File: src/logic/ihp_pkg.sv
package ihp_pkg;

  // ==========================================================================
  // Register map and fields.
  localparam logic [11:0] APB_CTRL = 12'h000;
  localparam logic [11:0] APB_RSA = 12'h004;
  localparam logic [11:0] APB_RBC = 12'h008;
  localparam logic [11:0] APB_SMC1 = 12'h00c;
  localparam logic [11:0] APB_SMC2 = 12'h010;
  localparam logic [11:0] APB_STAT = 12'h014;
  localparam int CTRL_WTS = 0;
  localparam int CTRL_ACK_DLY = 1;
  localparam int CTRL_RD_GO = 2;
  localparam int CTRL_WR_GO = 3;
  localparam int SMC1_EN = 6;
  localparam int SMC2_SIZE = 7;
  localparam logic [7:0] SMC1_RST = 8'h00;
  localparam logic [8:0] SMC2_RST = 9'h000;
  localparam logic [15:0] RSA_RST = 16'h0000;
  localparam logic [31:0] RDATA_IDLE = 32'h0000_0000;

  // ==========================================================================
  // Host I/O decode and transfer constants.
  localparam logic [4:0] IO_BASE_HI = 5'h18;
  localparam int IO_PORT_BIT = 4;
  localparam logic [15:0] RBC_ZERO = 16'h0000;
  localparam logic [15:0] STEP_BYTE = 16'h0001;
  localparam logic [15:0] STEP_WORD = 16'h0002;
  localparam logic [1:0] BE_LO = 2'h1;
  localparam logic [1:0] BE_HI = 2'h2;
  localparam logic [1:0] BE_BOTH = 2'h3;

  // ==========================================================================
  // State encodings.
  typedef enum logic [5:0] {
    RM_IDLE = 6'h01, RM_FETCH = 6'h02, RM_LOAD = 6'h04,
    RM_FULL = 6'h08, RM_EMPTY = 6'h10, RM_STORE = 6'h20
  } ihp_rm_t;
  typedef enum logic [3:0] {SM_IDLE = 4'h1, SM_WAIT = 4'h2, SM_DATA = 4'h4, SM_DONE = 4'h8} ihp_sm_t;
  typedef enum logic [3:0] {AR_NONE = 4'h1, AR_LOC = 4'h2, AR_SM = 4'h4, AR_REM = 4'h8} ihp_ar_t;

  // ==========================================================================
  // Shared helpers.
  function automatic logic [15:0] xfer_step(input logic wide);
    return wide ? STEP_WORD : STEP_BYTE;
  endfunction

  function automatic logic [15:0] count_after(input logic [15:0] cnt, input logic wide);
    return (cnt > xfer_step(wide)) ? (cnt - xfer_step(wide)) : RBC_ZERO;
  endfunction

  function automatic logic [5:0] base_mask(input logic [1:0] size);
    unique case (size)
      2'h0: return 6'h3f;
      2'h1: return 6'h3e;
      2'h2: return 6'h3c;
      2'h3: return 6'h38;
    endcase
  endfunction

  function automatic logic [15:0] offset_mask(input logic [1:0] size);
    unique case (size)
      2'h0: return 16'h1fff;
      2'h1: return 16'h3fff;
      2'h2: return 16'h7fff;
      2'h3: return 16'hffff;
    endcase
  endfunction

endpackage

File: src/logic/ihp_arb_if.sv
`timescale 1ns/1ps
`default_nettype none
interface ihp_arb_if;
  logic loc_req;
  logic loc_gnt;
  logic sm_req;
  logic sm_gnt;
  logic rem_req;
  logic rem_gnt;
  modport arb (input loc_req, input sm_req, input rem_req,
               output loc_gnt, output sm_gnt, output rem_gnt);
  modport client (output loc_req, output sm_req, output rem_req,
                  input loc_gnt, input sm_gnt, input rem_gnt);
endinterface
`default_nettype wire

File: src/logic/ihp_smem_dec.sv
`timescale 1ns/1ps
`default_nettype none
module ihp_smem_dec (
  input wire logic [19:13] sa_i,
  input wire logic [23:17] la_i,
  input wire logic strap_i,
  input wire logic [7:0] ctrl1_i,
  input wire logic [8:0] ctrl2_i,
  output logic hit_o
);

  logic [5:0] mask;
  logic low_match;
  logic high_match;

  // ==========================================================================
  // Window decode.
  assign mask = ihp_pkg::base_mask(ctrl2_i[ihp_pkg::SMC2_SIZE +: 2]);
  assign low_match = ((sa_i[18:13] ^ ctrl1_i[5:0]) & mask) == 6'h00;
  // Narrow strap needs the top address bit set; wide strap compares the latched lines.
  assign high_match = strap_i ?
    ((la_i[23:20] == ctrl2_i[6:3]) && (la_i[18:17] == ctrl2_i[1:0])) :
    sa_i[19];
  assign hit_o = ctrl1_i[ihp_pkg::SMC1_EN] && low_match && high_match;

endmodule // ihp_smem_dec
`default_nettype wire

File: src/logic/ihp_arb.sv
`timescale 1ns/1ps
`default_nettype none
module ihp_arb (
  input wire logic clk_i,
  input wire logic rst_i,
  ihp_arb_if.arb bus
);

  ihp_pkg::ihp_ar_t state_r;
  ihp_pkg::ihp_ar_t state_nxt;

  // ==========================================================================
  // Ownership of the buffer RAM.
  always_comb
  begin
    state_nxt = state_r;
    unique case (state_r)
      ihp_pkg::AR_NONE:
        if (bus.loc_req) state_nxt = ihp_pkg::AR_LOC;
        else if (bus.sm_req) state_nxt = ihp_pkg::AR_SM;
        else if (bus.rem_req) state_nxt = ihp_pkg::AR_REM;
      ihp_pkg::AR_LOC: if (!bus.loc_req) state_nxt = ihp_pkg::AR_NONE;
      ihp_pkg::AR_SM: if (!bus.sm_req) state_nxt = ihp_pkg::AR_NONE;
      ihp_pkg::AR_REM: state_nxt = ihp_pkg::AR_NONE;
      default: state_nxt = ihp_pkg::AR_NONE;
    endcase
  end

  always_ff @(posedge clk_i)
  begin
    if (rst_i) state_r <= ihp_pkg::AR_NONE;
    else state_r <= state_nxt;
  end

  assign bus.loc_gnt = (state_r == ihp_pkg::AR_LOC);
  assign bus.sm_gnt = (state_r == ihp_pkg::AR_SM);
  assign bus.rem_gnt = (state_r == ihp_pkg::AR_REM);
endmodule // ihp_arb
`default_nettype wire

File: src/logic/ihp_top.sv
// Register access over APB and the placing of the registers were chosen for this implementation.
`timescale 1ns/1ps
`default_nettype none
// Summary of operation
// - Remote read fetches word, bumps address, count
// - Data port read stalls until latch filled
// - Read strobe acknowledges word, fetch next
// - Arbitrate per word, local DMA goes first
// - Block new port writes until latch stored
// - Each port write stored, address, count updated
// - Shared access waits while local DMA runs
// - Started shared access finishes before local
// - Shared memory answers only when enabled
// - Narrow strap: top address bit must be one
// - Base compare drops low bits per size
// - Wide strap uses both base registers
// - Memory cycles pass through memory bus
// - Register accesses are always byte wide
// - I/O decode on low lines, AEN ignores
// - Ready drops only while unable to answer
// - Registers and byte port use low lane
// - Wide mode flags wide acknowledge on port
// - Delay bit waits acknowledge for strobe
// - Word select bit sets transfer width
// - Word mode decrements count by two
module ihp_top (
  input wire logic CLK_I,
  input wire logic RST_I,
  input wire logic PSEL_I,
  input wire logic PENABLE_I,
  input wire logic PWRITE_I,
  input wire logic [11:0] PADDR_I,
  input wire logic [31:0] PWDATA_I,
  output logic [31:0] PRDATA_O,
  output logic PREADY_O,
  output logic PSLVERR_O,
  input wire logic [19:0] SA_I,
  input wire logic [23:17] LA_I,
  input wire logic AEN_I,
  input wire logic IORD_N_I,
  input wire logic IOWR_N_I,
  input wire logic MRD_N_I,
  input wire logic MWR_N_I,
  input wire logic SMRD_N_I,
  input wire logic SMWR_N_I,
  input wire logic SBHE_N_I,
  input wire logic [15:0] SD_I,
  output logic [15:0] SD_O,
  output logic [1:0] SD_OE_O,
  output logic CHRDY_O,
  output logic WIDE_IO_ACK_N_O,
  input wire logic BUS_WIDTH_STRAP_I,
  output logic [3:0] REG_ADDR_O,
  output logic [7:0] REG_WDATA_O,
  output logic REG_WR_O,
  output logic REG_RD_O,
  input wire logic [7:0] REG_RDATA_I,
  output logic [15:0] RAM_ADDR_O,
  output logic [15:0] RAM_WDATA_O,
  output logic [1:0] RAM_BE_O,
  output logic RAM_WE_O,
  output logic RAM_RE_O,
  input wire logic [15:0] RAM_RDATA_I,
  input wire logic LDMA_REQ_I,
  output logic LDMA_GNT_O
);

  // ==========================================================================
  // Arbiter and decoder.
  ihp_arb_if arb_bus ();
  logic sm_hit;
  logic [7:0] smc1_r;
  logic [8:0] smc2_r;

  ihp_arb u_arb (
    .clk_i(CLK_I),
    .rst_i(RST_I),
    .bus(arb_bus)
  );

  ihp_smem_dec u_dec (
    .sa_i(SA_I[19:13]),
    .la_i(LA_I),
    .strap_i(BUS_WIDTH_STRAP_I),
    .ctrl1_i(smc1_r),
    .ctrl2_i(smc2_r),
    .hit_o(sm_hit)
  );

  assign arb_bus.loc_req = LDMA_REQ_I;
  assign LDMA_GNT_O = arb_bus.loc_gnt;

  // ==========================================================================
  // Register file state.
  logic wts_r;
  logic ack_dly_r;
  logic [15:0] rem_addr_r;
  logic [15:0] rem_count_r;
  logic [31:0] prdata_r;
  ihp_pkg::ihp_rm_t rm_r;
  ihp_pkg::ihp_rm_t rm_nxt;
  ihp_pkg::ihp_sm_t sm_r;
  ihp_pkg::ihp_sm_t sm_nxt;

  // ==========================================================================
  // APB slave.
  logic apb_setup;
  logic apb_wr;
  logic sel_ctrl;
  logic sel_rsa;
  logic sel_rbc;
  logic sel_smc1;
  logic sel_smc2;
  logic sel_stat;
  logic apb_map;
  logic [31:0] apb_rdata;
  logic rd_go;
  logic wr_go;

  assign apb_setup = PSEL_I && !PENABLE_I;
  assign apb_wr = PSEL_I && PENABLE_I && PWRITE_I;
  assign sel_ctrl = (PADDR_I == ihp_pkg::APB_CTRL);
  assign sel_rsa = (PADDR_I == ihp_pkg::APB_RSA);
  assign sel_rbc = (PADDR_I == ihp_pkg::APB_RBC);
  assign sel_smc1 = (PADDR_I == ihp_pkg::APB_SMC1);
  assign sel_smc2 = (PADDR_I == ihp_pkg::APB_SMC2);
  assign sel_stat = (PADDR_I == ihp_pkg::APB_STAT);
  assign apb_map = sel_ctrl || sel_rsa || sel_rbc || sel_smc1 || sel_smc2 || sel_stat;
  assign apb_rdata = sel_ctrl ? {30'h0, ack_dly_r, wts_r} :
                     sel_rsa ? {16'h0, rem_addr_r} :
                     sel_rbc ? {16'h0, rem_count_r} :
                     sel_smc1 ? {24'h0, smc1_r} :
                     sel_smc2 ? {23'h0, smc2_r} :
                     sel_stat ? {22'h0, sm_r, rm_r} : ihp_pkg::RDATA_IDLE;
  assign rd_go = apb_wr && sel_ctrl && PWDATA_I[ihp_pkg::CTRL_RD_GO];
  assign wr_go = apb_wr && sel_ctrl && PWDATA_I[ihp_pkg::CTRL_WR_GO];
  assign PREADY_O = 1'h1;
  assign PSLVERR_O = PSEL_I && PENABLE_I && !apb_map;
  assign PRDATA_O = prdata_r;

  always_ff @(posedge CLK_I)
  begin
    if (RST_I)
    begin
      wts_r <= 1'h0;
      ack_dly_r <= 1'h0;
      smc1_r <= ihp_pkg::SMC1_RST;
      smc2_r <= ihp_pkg::SMC2_RST;
      prdata_r <= ihp_pkg::RDATA_IDLE;
    end
    else
    begin
      if (apb_setup) prdata_r <= apb_rdata;
      if (apb_wr && sel_ctrl) wts_r <= PWDATA_I[ihp_pkg::CTRL_WTS];
      if (apb_wr && sel_ctrl) ack_dly_r <= PWDATA_I[ihp_pkg::CTRL_ACK_DLY];
      if (apb_wr && sel_smc1) smc1_r <= PWDATA_I[7:0];
      if (apb_wr && sel_smc2) smc2_r <= PWDATA_I[8:0];
    end
  end

  // ==========================================================================
  // Host I/O decode.
  logic io_hit;
  logic io_rd;
  logic io_wr;
  logic port_rd;
  logic port_wr;
  logic reg_rd;
  logic reg_wr;
  logic port_rd_q_r;
  logic reg_rd_q_r;
  logic reg_wr_q_r;
  logic reg_rd_r;
  logic reg_wr_r;
  logic [3:0] reg_addr_r;
  logic [7:0] reg_wdata_r;
  logic port_rd_ack;
  logic port_wr_new;
  logic wr_taken_r;
  logic wide;

  assign wide = wts_r;
  assign io_hit = !AEN_I && (SA_I[9:5] == ihp_pkg::IO_BASE_HI);
  assign io_rd = io_hit && !IORD_N_I;
  assign io_wr = io_hit && !IOWR_N_I;
  assign port_rd = io_rd && SA_I[ihp_pkg::IO_PORT_BIT];
  assign port_wr = io_wr && SA_I[ihp_pkg::IO_PORT_BIT];
  assign reg_rd = io_rd && !SA_I[ihp_pkg::IO_PORT_BIT];
  assign reg_wr = io_wr && !SA_I[ihp_pkg::IO_PORT_BIT];
  assign port_rd_ack = port_rd_q_r && !port_rd;
  assign port_wr_new = port_wr && !wr_taken_r;
  assign REG_ADDR_O = reg_addr_r;
  assign REG_WDATA_O = reg_wdata_r;
  assign REG_RD_O = reg_rd_r;
  assign REG_WR_O = reg_wr_r;

  always_ff @(posedge CLK_I)
  begin
    if (RST_I)
    begin
      port_rd_q_r <= 1'h0;
      reg_rd_q_r <= 1'h0;
      reg_wr_q_r <= 1'h0;
      reg_rd_r <= 1'h0;
      reg_wr_r <= 1'h0;
      reg_addr_r <= 4'h0;
      reg_wdata_r <= 8'h00;
    end
    else
    begin
      port_rd_q_r <= port_rd;
      reg_rd_q_r <= reg_rd;
      reg_wr_q_r <= reg_wr;
      reg_rd_r <= reg_rd && !reg_rd_q_r;
      reg_wr_r <= reg_wr && !reg_wr_q_r;
      reg_addr_r <= SA_I[3:0];
      reg_wdata_r <= SD_I[7:0];
    end
  end

  // ==========================================================================
  // Remote DMA.
  logic st_fetch;
  logic st_full;
  logic st_empty;
  logic st_store;
  logic rem_step_en;
  logic lane_r;
  logic [15:0] latch_r;
  logic [15:0] rem_next_count;

  assign st_fetch = (rm_r == ihp_pkg::RM_FETCH);
  assign st_full = (rm_r == ihp_pkg::RM_FULL);
  assign st_empty = (rm_r == ihp_pkg::RM_EMPTY);
  assign st_store = (rm_r == ihp_pkg::RM_STORE);
  assign arb_bus.rem_req = st_fetch || st_store;
  assign rem_step_en = (st_fetch || st_store) && arb_bus.rem_gnt;
  assign rem_next_count = ihp_pkg::count_after(rem_count_r, wide);

  always_comb
  begin
    rm_nxt = rm_r;
    unique case (rm_r)
      ihp_pkg::RM_IDLE: rm_nxt = rm_r;
      ihp_pkg::RM_FETCH: if (arb_bus.rem_gnt) rm_nxt = ihp_pkg::RM_LOAD;
      ihp_pkg::RM_LOAD: rm_nxt = ihp_pkg::RM_FULL;
      ihp_pkg::RM_FULL:
        if (port_rd_ack)
          rm_nxt = (rem_count_r == ihp_pkg::RBC_ZERO) ? ihp_pkg::RM_IDLE : ihp_pkg::RM_FETCH;
      ihp_pkg::RM_EMPTY: if (port_wr_new) rm_nxt = ihp_pkg::RM_STORE;
      ihp_pkg::RM_STORE:
        if (arb_bus.rem_gnt)
          rm_nxt = (rem_next_count == ihp_pkg::RBC_ZERO) ? ihp_pkg::RM_IDLE : ihp_pkg::RM_EMPTY;
      default: rm_nxt = ihp_pkg::RM_IDLE;
    endcase
    if (rd_go)
      rm_nxt = (rem_count_r != ihp_pkg::RBC_ZERO) ? ihp_pkg::RM_FETCH : ihp_pkg::RM_IDLE;
    else if (wr_go)
      rm_nxt = (rem_count_r != ihp_pkg::RBC_ZERO) ? ihp_pkg::RM_EMPTY : ihp_pkg::RM_IDLE;
  end

  always_ff @(posedge CLK_I)
  begin
    if (RST_I)
    begin
      rm_r <= ihp_pkg::RM_IDLE;
      rem_addr_r <= ihp_pkg::RSA_RST;
      rem_count_r <= ihp_pkg::RBC_ZERO;
      latch_r <= 16'h0000;
      lane_r <= 1'h0;
      wr_taken_r <= 1'h0;
    end
    else
    begin
      rm_r <= rm_nxt;
      if (rem_step_en)
      begin
        rem_addr_r <= rem_addr_r + ihp_pkg::xfer_step(wide);
        rem_count_r <= rem_next_count;
      end
      else
      begin
        if (apb_wr && sel_rsa) rem_addr_r <= PWDATA_I[15:0];
        if (apb_wr && sel_rbc) rem_count_r <= PWDATA_I[15:0];
      end
      if (st_fetch) lane_r <= rem_addr_r[0];
      if (rm_r == ihp_pkg::RM_LOAD)
        latch_r <= wide ? RAM_RDATA_I : {8'h00, lane_r ? RAM_RDATA_I[15:8] : RAM_RDATA_I[7:0]};
      else if (st_empty && port_wr_new)
        latch_r <= wide ? SD_I : {8'h00, SD_I[7:0]};
      wr_taken_r <= port_wr && (wr_taken_r || (st_empty && port_wr_new));
    end
  end

  // ==========================================================================
  // Shared memory access.
  logic sm_strobe_rd;
  logic sm_strobe_wr;
  logic sm_cycle;
  logic sm_word;
  logic sm_op;
  logic [1:0] sm_be;
  logic [15:0] sm_off;

  assign sm_strobe_rd = BUS_WIDTH_STRAP_I ? !MRD_N_I : !SMRD_N_I;
  assign sm_strobe_wr = BUS_WIDTH_STRAP_I ? !MWR_N_I : !SMWR_N_I;
  assign sm_cycle = !AEN_I && sm_hit && (sm_strobe_rd || sm_strobe_wr);
  assign sm_word = BUS_WIDTH_STRAP_I && !SBHE_N_I && !SA_I[0];
  assign sm_be = sm_word ? ihp_pkg::BE_BOTH : (SA_I[0] ? ihp_pkg::BE_HI : ihp_pkg::BE_LO);
  assign sm_off = SA_I[15:0] & ihp_pkg::offset_mask(smc2_r[ihp_pkg::SMC2_SIZE +: 2]);
  assign arb_bus.sm_req = (sm_r == ihp_pkg::SM_WAIT);
  assign sm_op = (sm_r == ihp_pkg::SM_WAIT) && arb_bus.sm_gnt;

  always_comb
  begin
    sm_nxt = sm_r;
    unique case (sm_r)
      ihp_pkg::SM_IDLE: if (sm_cycle) sm_nxt = ihp_pkg::SM_WAIT;
      ihp_pkg::SM_WAIT:
        if (!sm_cycle) sm_nxt = ihp_pkg::SM_IDLE;
        else if (arb_bus.sm_gnt) sm_nxt = sm_strobe_rd ? ihp_pkg::SM_DATA : ihp_pkg::SM_DONE;
      ihp_pkg::SM_DATA: sm_nxt = ihp_pkg::SM_DONE;
      ihp_pkg::SM_DONE: if (!sm_cycle) sm_nxt = ihp_pkg::SM_IDLE;
      default: sm_nxt = ihp_pkg::SM_IDLE;
    endcase
  end

  // ==========================================================================
  // Memory support bus.
  logic [1:0] rem_be;

  assign rem_be = wide ? ihp_pkg::BE_BOTH : (rem_addr_r[0] ? ihp_pkg::BE_HI : ihp_pkg::BE_LO);
  assign RAM_RE_O = (st_fetch && arb_bus.rem_gnt) || (sm_op && sm_strobe_rd);
  assign RAM_WE_O = (st_store && arb_bus.rem_gnt) || (sm_op && !sm_strobe_rd);
  assign RAM_ADDR_O = sm_op ? sm_off : rem_addr_r;
  assign RAM_BE_O = sm_op ? sm_be : rem_be;
  assign RAM_WDATA_O = sm_op ? (sm_word ? SD_I : {SD_I[7:0], SD_I[7:0]}) :
                       (wide ? latch_r : {latch_r[7:0], latch_r[7:0]});

  // ==========================================================================
  // System data, ready and wide acknowledge.
  logic [15:0] sd_r;
  logic [1:0] sd_oe_r;
  logic io_wait;
  logic sm_wait;
  logic sm_rd_live;

  assign sm_rd_live = sm_cycle && sm_strobe_rd;

  always_ff @(posedge CLK_I)
  begin
    if (RST_I)
    begin
      sm_r <= ihp_pkg::SM_IDLE;
      sd_r <= 16'h0000;
      sd_oe_r <= 2'h0;
    end
    else
    begin
      sm_r <= sm_nxt;
      if (sm_r == ihp_pkg::SM_DATA)
        sd_r <= sm_word ? RAM_RDATA_I : {8'h00, SA_I[0] ? RAM_RDATA_I[15:8] : RAM_RDATA_I[7:0]};
      else if (port_rd && st_full)
        sd_r <= wide ? latch_r : {8'h00, latch_r[7:0]};
      else if (reg_rd)
        sd_r <= {8'h00, REG_RDATA_I};
      sd_oe_r <= {(port_rd && wide) || (sm_rd_live && sm_word), io_rd || sm_rd_live};
    end
  end

  assign SD_O = sd_r;
  assign SD_OE_O = sd_oe_r;
  assign io_wait = (port_rd && !st_full) || (port_wr && !wr_taken_r && !st_empty);
  assign sm_wait = sm_cycle && (sm_r != ihp_pkg::SM_DONE);
  assign CHRDY_O = !(io_wait || sm_wait);
  assign WIDE_IO_ACK_N_O = !(wide && io_hit && SA_I[ihp_pkg::IO_PORT_BIT] &&
                      (!ack_dly_r || !IORD_N_I || !IOWR_N_I));
endmodule // ihp_top
`default_nettype wire

File: config.mk
export PLATFORM = sky130hd
export DESIGN_NAME = ihp_top
export DESIGN_NICKNAME = d
export VERILOG_FILES = /design/src/logic/ihp_pkg.sv /design/src/logic/ihp_arb_if.sv /design/src/logic/ihp_smem_dec.sv /design/src/logic/ihp_arb.sv /design/src/logic/ihp_top.sv
export SDC_FILE = /design/constraint.sdc
export NUM_CORES = 1
export LEC_CHECK = 0
export ABC_AREA = 1
export BUFFER_PORTS_ARGS = -buffer_cell sky130_fd_sc_hd__buf_4
export CORE_ASPECT_RATIO = 1.75
export CORE_MARGIN = 2
export CORE_UTILIZATION = 58
export DETAILED_ROUTE_END_ITERATION = 7
export PLACE_DENSITY = 0.87
export SYNTH_ARGS = -nofsm -noshare
export SYNTH_HDL_FRONTEND = slang
export SYNTH_SLANG_ARGS = --single-unit
File: constraint.sdc
create_clock -name CLK_I -period 3.55 [get_ports CLK_I]
set_input_delay 0.5325 -clock CLK_I [delete_from_list [all_inputs] [get_ports CLK_I]]
set_output_delay 0.5325 -clock CLK_I [all_outputs]
set_load 0.005 [all_outputs]
Word level (Yosys, flattened, before mapping)

Cells that the tools add are included.

Bits in registers: 150
Bits in latches: 0
Bits in writable memories: 0
ROM bits: 0
Bits of input ports: 126
Output and inout bits: 105
Logic and storage cells: 223
Memories kept: 0

$add $sub $neg: 2
$mul: 0
Divide/modulo/power cells: 0
Order comparisons: 1
Equality and inequality tests: 37
Shift operators: 0
Multiplexer cells: 60
Bitwise operators: 3
Reductions and logical operators: 98

Operator list:

| kind                                                                    | number |
|---|---|
| 16-bit two-way mux                                                      | 21 |
| 16-bit one-hot mux with 4 select lines                                  | 1 |
| 1-bit logical AND                                                       | 47 |
| 4-bit two-way mux                                                       | 10 |
| 6-bit two-way mux                                                       | 6 |
| 6-bit one-hot mux with 6 select lines                                   | 1 |
| 16-bit logical NOT                                                      | 2 |
| 10-bit two-way mux                                                      | 3 |
| 12-bit by 4-bit equality test with 1-bit output (second input constant) | 2 |
| 12-bit by 5-bit equality test with 1-bit output (second input constant) | 2 |
| 6-bit one-hot mux with 4 select lines                                   | 1 |
| 1-bit logical NOT                                                       | 22 |
| 4-bit inequality test (second input constant)                           | 5 |
| 16-bit by 2-bit adder with 16-bit output                                | 1 |
| 16-bit AND                                                              | 1 |
| 16-bit greater-than comparator                                          | 1 |
| 1-bit logical OR                                                        | 16 |
| 2-bit two-way mux                                                       | 8 |
| 8-bit two-way mux                                                       | 2 |
| 4-bit one-hot mux with 4 select lines                                   | 1 |
| 16-bit nonzero test                                                     | 1 |
| 16-bit subtractor                                                       | 1 |
| 12-bit by 3-bit equality test with 1-bit output (second input constant) | 1 |
| 12-bit logical NOT                                                      | 1 |
| 29 further kinds                                                        | 44 |

Logic depth before layout (Yosys ltp)

Gate-level depths: netlist of the first run.

Depth after elaboration: 11
Gate-level depth with buffers: 18
Mapped depth without buffers: 17

Cells and area by module

Synthesis of the first run repeated with hierarchy kept, for this count alone.

Cell total of the unflattened synthesis: 1305
Area total of the unflattened synthesis: 8575.7 sq um

Modules (own cells, without submodules):

| module       | times used | cells each | area each (sq um) | seq. area each (sq um) |
|---|---|---|---|---|
| ihp_top      | 1          | 1203       | 8057.7            | 2602.5 |
| ihp_smem_dec | 1          | 65         | 266.5             | 0.0 |
| ihp_arb      | 1          | 37         | 251.5             | 80.1 |

Worst setup path after synthesis of the first run

Ideal clock, no wire load.

Path kind: register to register
Start: register wts_r (netlist: wide)
End: register rem_addr_r[14]
Setup time: 57 ps
Data arrival time: 2324 ps
Path slack: 1170 ps
Stages on the path, launching flop included: 16
Period minus slack after synthesis: 2380 ps
Cells stage by stage: dfxtp_1 -> inv_1 -> ha_1 -> inv_1 -> fa_1 -> inv_1 -> nand2_1 -> nor3_1 -> nand2_1 -> nor3_1 -> nand2_1 -> o21ai_0 -> nand3_1 -> o211ai_1 -> nand2_1 -> inv_1

Longest elaborated chain between the ends: 3

RTL lines:

| item                                     | RTL line       | source |
|---|---|---|
| start: declaration                       | ihp_top.sv:95  | `logic wts_r;` |
| start signal: assignment                 | ihp_top.sv:154 | `if (apb_wr && sel_ctrl) wts_r <= PWDATA_I[ihp_pkg::CTRL_WTS];` |
| 2-bit two-way mux                        | ihp_pkg.sv:45  | `return wide ? STEP_WORD : STEP_BYTE;` |
| 16-bit by 2-bit adder with 16-bit output | ihp_top.sv:278 | `rem_addr_r <= rem_addr_r + ihp_pkg::xfer_step(wide);` |
| 16-bit two-way mux                       | ihp_top.sv:276 | `if (rem_step_en)` |
| end signal: assignment                   | ihp_top.sv:267 | `rem_addr_r <= ihp_pkg::RSA_RST;` |
| end signal: assignment                   | ihp_top.sv:278 |  |
| end signal: assignment                   | ihp_top.sv:283 | `if (apb_wr && sel_rsa) rem_addr_r <= PWDATA_I[15:0];` |
| end: declaration                         | ihp_top.sv:97  | `logic [15:0] rem_addr_r;` |

No other way between the ends.
A chain may end at the register's enable or synchronous reset.

Worst setup path in the final report of the first run

Start: input BUS_WIDTH_STRAP_I
End: output RAM_WDATA_O[11]

Longest elaborated chain between the ends: 4

RTL lines:

| item                            | RTL line       | source |
|---|---|---|
| start: declaration              | ihp_top.sv:52  | `input wire logic BUS_WIDTH_STRAP_I,` |
| 1-bit logical AND (2 in a row)  | ihp_top.sv:308 | `assign sm_word = BUS_WIDTH_STRAP_I && !SBHE_N_I && !SA_I[0];` |
| 16-bit two-way mux (2 in a row) | ihp_top.sv:337 | `assign RAM_WDATA_O = sm_op ? (sm_word ? SD_I : {SD_I[7:0], SD_I[7:0]}) :` |
| end: declaration                | ihp_top.sv:59  | `output logic [15:0] RAM_WDATA_O,` |

No other way between the ends.

==> impl_metrics.ini, run 1 <==
[logic_synthesis]
seq_area_frac_synth = 0.322
syn_avg_cell_area_um2 = 6.36
ys_types = 50
syn_area_um2 = 8330
ys_warn_count = 0
async_flop_share = 0
synth-main-ff-cell = dfxtp_1
synth_edf_count = 0
syn_inst = 1309
ys_seq_elements = 134

[timing]
tns_ps = 0
hold_violations = 0
timing.hold.ws_ps = 323
max_freq_mhz = 317
slew_violations = 0
finalSetupViolCount = 0
rsz0062_at_grt = no
skew_ps = 11.6
relSlewSlack = 0.398
tightest_slew_ps = 900
finalCritPeriodShare = 0.890
min_period_ps = 3160

[hold_path]
min_path_type = input port to register

[route]
wl_um = 33600
first_pass_iters = 6
drtIter0Drc = 841
avgRoutedWirePerCell_um = 20.0
drc_errors = 0
via_count = 9931
avgViaCountPerCell = 5.92
ant_nets = 0

[power]
peakVddDrop_v = 0.000345
p_leak_uw = 0.00474
powerDensity_nw_per_um2 = 380

[layout]
utilization = 0.735
diodes = 0
drive_gt1_frac = 0.192
final_cell_mix = nand2_1 (288), buf_4 (212), inv_1 (165)
fin_nets = 1618
n_fill_cell = 1248
final_common_cell = nand2_1
area_growth_pct = 25.5

[floorplanning]
placementRows = 58
die_y_um = 163
die_w_um = 94.6
io-pin-count = 231
start_util = 0.586
coreArea_um2 = 14200
dieArea_um2 = 15400

[critical_path]
slowest_stage = nand2_1
worstPathArrival_ps = 2630
cp-start-kind = input port
crit_family = simple AND/OR/NAND/NOR gates
path_buf_inv = 3
crit_fanout = 18
slowest_delay_ps = 640
setup.worst_path.end_class = output port
cpMostUsedCell = buf_4
cp_cell_sequence = buf_4 -> inv_1 -> nor2_1 -> nand2_1 -> o21ai_0 -> o221ai_1 -> buf_4
critPathRequiredTime_ps = 3020
worstSetupPathType = input port to output port

[status]
outcome = complete, no violations

[clocking]
cts_tree = built
ctsResizeCount = 0
cts_buffer_depth = 2
root_buffer = clkbuf_16
cts_setup_buffers = 0
h-tree-depth = 4
cts_buffers = 17
cts_sinks = 134
clk_pin_slew_ps = 60
hold_buffers = 0
clk_latency_ps = 430

[global_routing]
grt_pass1_vias = 9390
track_usage = 0.437
grt_max_degree = 47
gr-total-overflow = 0
grt_first_pass_wirelength_um = 50300
antenna_found_initial = 0

[placement]
globalplace.congestion = 1.04
hpwl_um = 24900
portBuffers = 196

[run]
cap_violations = 0
## area by class of cell
class                           instances  area (um2)  area share
Clock buffer                           19         453      0.0433
Clock inverter                         13         158      0.0151
Inverter                              176         661      0.0632
Multi-Input combinational cell        943        4690       0.448
Sequential cell                       134        2680       0.257
Tap cell                              180         225      0.0215
Timing Repair Buffer                  212        1590       0.152
## sequential cells by signal, indices dropped and copies added, names as in the netlist, 2 cells and up
signal         flops
PRDATA_O          16
SD_O              16
latch_r           16
rem_addr_r        16
rem_count_r       16
smc2_r             9
REG_WDATA_O        8
smc1_r             8
rm_r               6
REG_ADDR_O         4
sm_r               4
u_arb.state_r      4
SD_OE_O            2
## stage by stage
| step | cells | instance area (um2) | setup WS, ps | total power [uW] |
|---|---|---|---|---|
| floorplan | 1324 | 8390 | 1170 | 1910 |
| global placement | 1645 | 9850 | 817 | 2120 |
| detailed placement | 1645 | 9850 | 731 | 2130 |
| CTS | 1677 | 10500 | 569 | 3950 |
| global route | 1677 | 10500 | 257 | 4090 |
| finish | 1677 | 10500 | 391 | 3970 |
## path summary, 6_finish.rpt
| check | startpoint | to | slack [ps] | cells past startpoint |
|---|---|---|---|---|
| min reg2reg | reg_wr_q_r | REG_WR_O | 420 | 1 |
| max reg2reg | wide | rem_addr_r[14] | 790 | 16 |
| min | SA_I[3] | REG_ADDR_O[3] | 320 | 3 |
| max | BUS_WIDTH_STRAP_I | RAM_WDATA_O[11] | 390 | 7 |
## Yosys cell counts (4+ instances only)
cell type / instances / area, um2
mux2_2: 8 / 90.1
nor2_2: 8 / 50.1
xor2_1: 10 / 87.6
o211ai_1: 18 / 135
nand3b_1: 9 / 67.6
dfxtp_1: 134 / 2680
ha_1: 6 / 75.1
or2_2: 8 / 50.1
o21ai_0: 125 / 626
a21oi_1: 104 / 521
nor3_1: 20 / 100
nand2_1: 288 / 1080
nand3_1: 102 / 510
clkbuf_1: 37 / 139
o221ai_1: 6 / 52.6
a31oi_1: 28 / 175
nor4_1: 4 / 25.0
inv_2: 9 / 33.8
nand4_1: 26 / 163
nor2_1: 110 / 413
o22ai_1: 11 / 68.8
o31ai_1: 6 / 45.0
buf_4: 17 / 128
buf_2: 15 / 75.1
inv_1: 165 / 619
## kinds of logic after synthesis
logic type | Yosys count | synth area share
muxes | 8 | 0.0108
other | 2 | 0.000901
AOI/OAI and AO/OA | 314 | 0.212
DFF | 134 | 0.322
xor gates and xnor gates | 11 | 0.0116
buffers and inverters | 247 | 0.122
and+or+nand+nor | 585 | 0.306
adders and majority gates | 8 | 0.0138
## worst reg2reg max path, delay by kind of cell (launching register included)
kind | cells | cell delay (ps)
simple gates | 7 | 1100
fa+ha+maj | 2 | 560
flops | 1 | 360
buf+inv | 5 | 430
compound gates | 2 | 270
## power breakdown
part | leakage [uW] | switching [uW] | internal (uW) | total [uW]
clock network | 0.000298 | 755 | 1090 | 1850
registers | 0.00108 | 33.4 | 1540 | 1570
logic | 0.00336 | 336 | 212 | 548
total | 0.00474 | 1120 | 2850 | 3970
## per-layer routing
| metal | track usage | vias up | wire length (um) |
|---|---|---|---|
| li1 | - | 4682 | - |
| met1 | 0.403 | 4444 | 10300 |
| met2 | 0.734 | 591 | 16200 |
| met3 | 0.120 | 214 | 3000 |
| met4 | 0.442 | 0 | 4100 |
| met5 | 0 | - | 0 |
Power figures use the tool's default switching activity.
==> run 2: changes to the inputs <==
Settings changed: RECOVER_POWER set to 100.
==> run 2 against run 1 <==
The run now ends with max-capacitance violations, max-slew violations left. First-iteration DRC count decreased by 0.36%. Sequential share of layout area increased by 0.28 points. Critical path type unchanged. Via count decreased by 0.10%. Setup slack got worse by 45 ps. Critical endpoint is now RAM_WDATA_O[9]. Sequential power about the same. Clock skew increased by 1.7 ps. Clock-buffer cell count unchanged. Worst hold slack about the same.
==> impl_metrics.ini, run 2 (same netlist as run 1, synthesis figures left out) <==
[critical_path]
slowest_stage = nand2_1
critPathRequiredTime_ps = 3020
worstPathArrival_ps = 2670
setup.worst_path.end_class = output port
cp-start-kind = input port
cp_cell_sequence = buf_4 -> inv_1 -> nor2_1 -> nand2_1 -> a21oi_1 -> o21ai_0 -> o211ai_1 -> clkbuf_1
slowest_delay_ps = 630
crit_fanout = 18
worstSetupPathType = input port to output port

[clocking]
cts_sinks = 134
cts_tree = built
hold_buffers = 0
root_buffer = clkbuf_16
h-tree-depth = 4
clk_pin_slew_ps = 60
ctsResizeCount = 0
cts_buffer_depth = 2
clk_latency_ps = 430
cts_setup_buffers = 0
cts_buffers = 17

[timing]
max_freq_mhz = 312
finalSetupViolCount = 0
slew_violations = 32
skew_ps = 13.2
min_period_ps = 3200
tightest_slew_ps = 1630
relSlewSlack = -0.0851
rsz0062_at_grt = no
timing.hold.ws_ps = 323
finalCritPeriodShare = 0.903
hold_violations = 0
tns_ps = 0

[layout]
fin_area_um2 = 10300
final_cell_mix = nand2_1 (289), inv_1 (168), buf_4 (136)
final_common_cell = nand2_1
utilization = 0.727
diodes = 0
fin_nets = 1618
regArea_um2 = 2680
drive_gt1_frac = 0.172
multi_input_area_um2 = 4670
area_growth_pct = 24.1
n_fill_cell = 1282

[floorplanning]
coreArea_um2 = 14200
die_w_um = 94.6
placementRows = 58
start_util = 0.586
io-pin-count = 231
dieArea_um2 = 15400
die_y_um = 163

[placement]
hpwl_um = 24900
portBuffers = 196
globalplace.congestion = 1.04
placed_cell_area_um2 = 9850

[route]
wl_um = 33700
via_count = 9921
drc_errors = 0
drtIter0Drc = 838
avgViaCountPerCell = 5.92
ant_nets = 0
first_pass_iters = 6
avgRoutedWirePerCell_um = 20.1

[global_routing]
grt_first_pass_wirelength_um = 50300
grt_pass1_vias = 9390
antenna_found_initial = 0
grt_max_degree = 47
track_usage = 0.437
gr-total-overflow = 0

[status]
violations = max-capacitance violations, max-slew violations
outcome = finished with violations

[power]
finalPower_uw = 3970
peakVddDrop_v = 0.000343
powerDensity_nw_per_um2 = 384
p_leak_uw = 0.00462

[run]
cap_violations = 1

[hold_path]
min_path_type = input port to register
==> run 2: changes by cell type in the layout (fill, tap and decap cells not counted), sizes merged <==
cell,before,now
buf,212,136
clkbuf,19,95
==> run 2: cell type report <==
| cell class | count | area share |
|---|---|---|
| clock buffers | 19 | 0.0438 |
| clock inverters | 13 | 0.0152 |
| inverters | 176 | 0.0639 |
| multi-input cells | 943 | 0.451 |
| flip-flops and latches | 134 | 0.259 |
| well taps | 180 | 0.0218 |
| repair buffers | 212 | 0.145 |
==> run 2: worst paths after layout <==
check	start	endpoint	slack, ps	cells past startpoint
hold reg to reg	reg_wr_q_r	REG_WR_O	420	1
hold / removal	SA_I[2]	REG_ADDR_O[2]	320	3
setup reg to reg	rm_r[4]	rem_addr_r[14]	370	9
setup / recovery	BUS_WIDTH_STRAP_I	RAM_WDATA_O[9]	350	8
==> run 2: where the power goes <==
group          switching, uW  internal, uW
Combinational            335           205
Sequential              32.7          1540
Clock                    762          1090
==> run 2: worst max-delay path: cells and delay by family <==
kind	cells	cell delay [ps]
AO/OA/AOI/OAI	3	520
buffers and inverters	3	430
AND/OR/NAND/NOR	2	1190
==> run 2: layer usage <==
metal  wire, um  vias to the layer above  track usage  share of wire
met5          0                        -            0              0
met4       4130                        0        0.442           0.12
met3       3080                      216        0.120          0.091
met2      16200                      609        0.734           0.48
met1      10300                     4413        0.403           0.31
li1           -                     4683            -              -
==> run 2: per-stage QoR <==
stage | worst slack, ps | instances
detailed placement | 731 | 1645
floorplan | 1170 | 1324
global route | 158 | 1677
CTS | 569 | 1677
finish | 345 | 1677
global placement | 817 | 1645
==> run 3: changes to the inputs <==
Clock period 3.55 ns to 3.77 ns, I/O delays scaled along.
==> run 3 against run 2 <==
The flow still finishes with violations (max-capacitance violations, max-slew violations). Die area stayed put. Setup slack better by 130 ps. Sequential power is 6% lower. Cell count is 0.18% lower. Power fell by 8.2%. Worst hold slack gained 24 ps. Critical endpoint is now rem_addr_r[15]. Largest power group unchanged. Highest routed layer unchanged.
==> impl_metrics.ini, run 3 (same netlist as run 1, synthesis figures left out) <==
[status]
outcome = finished with violations
violations = max-capacitance violations, max-slew violations

[global_routing]
gr-total-overflow = 0
met1_usage = 0.412
grt_pass1_vias = 9248
grtUsageMet3 = 0.117
antenna_found_initial = 0
top_usage_layer = met2
grt_max_degree = 43
grt_first_pass_wirelength_um = 49200
track_usage = 0.429
grt_use_met2 = 0.714

[timing]
hold_violations = 0
finalCritPeriodShare = 0.875
finalSetupViolCount = 0
timing.hold.ws_ps = 347
rsz0062_at_grt = no
tns_ps = 0
slew_violations = 66
max_freq_mhz = 303
skew_ps = 11.9
min_period_ps = 3300
tightest_slew_ps = 1910
relSlewSlack = -0.270

[clocking]
cts_buffers = 17
cts_sinks = 134
root_buffer = clkbuf_16
cts_setup_buffers = 0
clk_pin_slew_ps = 60
ctsResizeCount = 0
clk_latency_ps = 440
cts_buffer_depth = 2
hold_buffers = 0
cts_tree = built
h-tree-depth = 4

[route]
wl_um = 32800
first_pass_iters = 6
avgViaCountPerCell = 5.91
ant_nets = 0
drc_errors = 0
via_count = 9897
avgRoutedWirePerCell_um = 19.6
drtIter0Drc = 816

[floorplanning]
dieArea_um2 = 15400
die_w_um = 94.6
io-pin-count = 231
die_y_um = 163
coreArea_um2 = 14200
start_util = 0.586
placementRows = 58

[critical_path]
crit_family = simple AND/OR/NAND/NOR gates
ff2ff_path_depth = 9
slowest_delay_ps = 650
cpMostUsedCell = o21ai_0
cp-start-kind = register
ff2ff_setup_slack_ps = 470
r2r_end = rem_addr_r[15]
path_buf_inv = 2
crit_fanout = 25
slowest_stage = nor2_1
worstSetupPathType = register to register
cp_cell_sequence = nor2_1 -> nand4_1 -> nand2_1 -> nand2_1 -> clkbuf_2 -> o21ai_0 -> o21ai_0 -> o21ai_0 -> inv_1
setup.worst_path.end_class = register
critPathRequiredTime_ps = 4090
worstPathArrival_ps = 3620
worst_r2r_startpoint = rm_r[4]

[power]
powerDensity_nw_per_um2 = 354
p_leak_uw = 0.00458
finalPower_uw = 3640
peakVddDrop_v = 0.000322

[hold_path]
worstHoldStart = SA_I[3]
hold_path_end = REG_ADDR_O[3]
min_path_type = input port to register
whs_path_depth = 3

[layout]
drive_gt1_frac = 0.169
final_cell_mix = nand2_1 (289), inv_1 (167), dfxtp_1 (134), buf_4 (134), o21ai_0 (126)
fin_nets = 1615
diodes = 0
final_common_cell = nand2_1
utilization = 0.723
area_growth_pct = 23.4

[placement]
portBuffers = 196
hpwl_um = 24300
globalplace.congestion = 1.03

[run]
cap_violations = 2
-- run 3: cell count changes in the layout (fill, tap and decap cells not counted), sizes merged --
cell      before  now
buf          136  134
bufinv         2    1
clkbuf        95   93
clkinv         5    4
clkinvlp       1    4
-- run 3: through the flow --
stage | setup slack (ps) | instance area (um2) | cells
floorplan | 1390 | 8390 | 1324
global placement | 1000 | 9820 | 1642
detailed placement | 967 | 9820 | 1642
CTS | 747 | 10400 | 1674
global route | 278 | 10300 | 1674
finish | 471 | 10300 | 1674
-- run 3: worst max-delay path by stage --
| stage | from | to | slack [ps] | depth (start not counted) |
|---|---|---|---|---|
| floorplan | wide | rem_addr_r[14] | 1390 | 15 |
| global placement | wide | rm_r[0] | 1000 | 17 |
| detailed placement | AEN_I | rm_r[1] | 970 | 12 |
| CTS | sm_r[2] | RAM_ADDR_O[15] | 750 | 9 |
| global route | rm_r[4] | rm_r[1] | 280 | 9 |
| finish | rm_r[4] | rem_addr_r[15] | 470 | 9 |
-- run 3: worst reg2reg max path: stages (launching register included) --
cell and delay [ps]:
dfxtp_1 370, nor2_1 650, nand4_1 590, nand2_1 330
nand2_1 140, clkbuf_2 420, o21ai_0 350, o21ai_0 130
o21ai_0 160, inv_1 60
-- run 3: per-layer routing --
| layer | vias to the layer above | share of wire |
|---|---|---|
| met5 | - | 0 |
| met4 | 0 | 0.11 |
| met3 | 212 | 0.089 |
| met2 | 594 | 0.49 |
| met1 | 4416 | 0.31 |
| li1 | 4675 | - |
-- run 3: report_power, final --
| group | total [uW] | switching [uW] | internal [uW] |
|---|---|---|---|
| clock network | 1650 | 730 | 923 |
| registers | 1480 | 28.2 | 1450 |
| logic | 510 | 316 | 194 |
| total | 3640 | 1070 | 2570 |
-- run 3: cell type report --
class / count / area [um2]
Multi-Input combinational cell: 943 / 4660
Timing Repair Buffer: 209 / 1480
Tap cell: 180 / 225
Clock inverter: 14 / 138
Sequential cell: 134 / 2680
Fill cell: 1326 / 3950
Inverter: 176 / 661
Clock buffer: 18 / 429
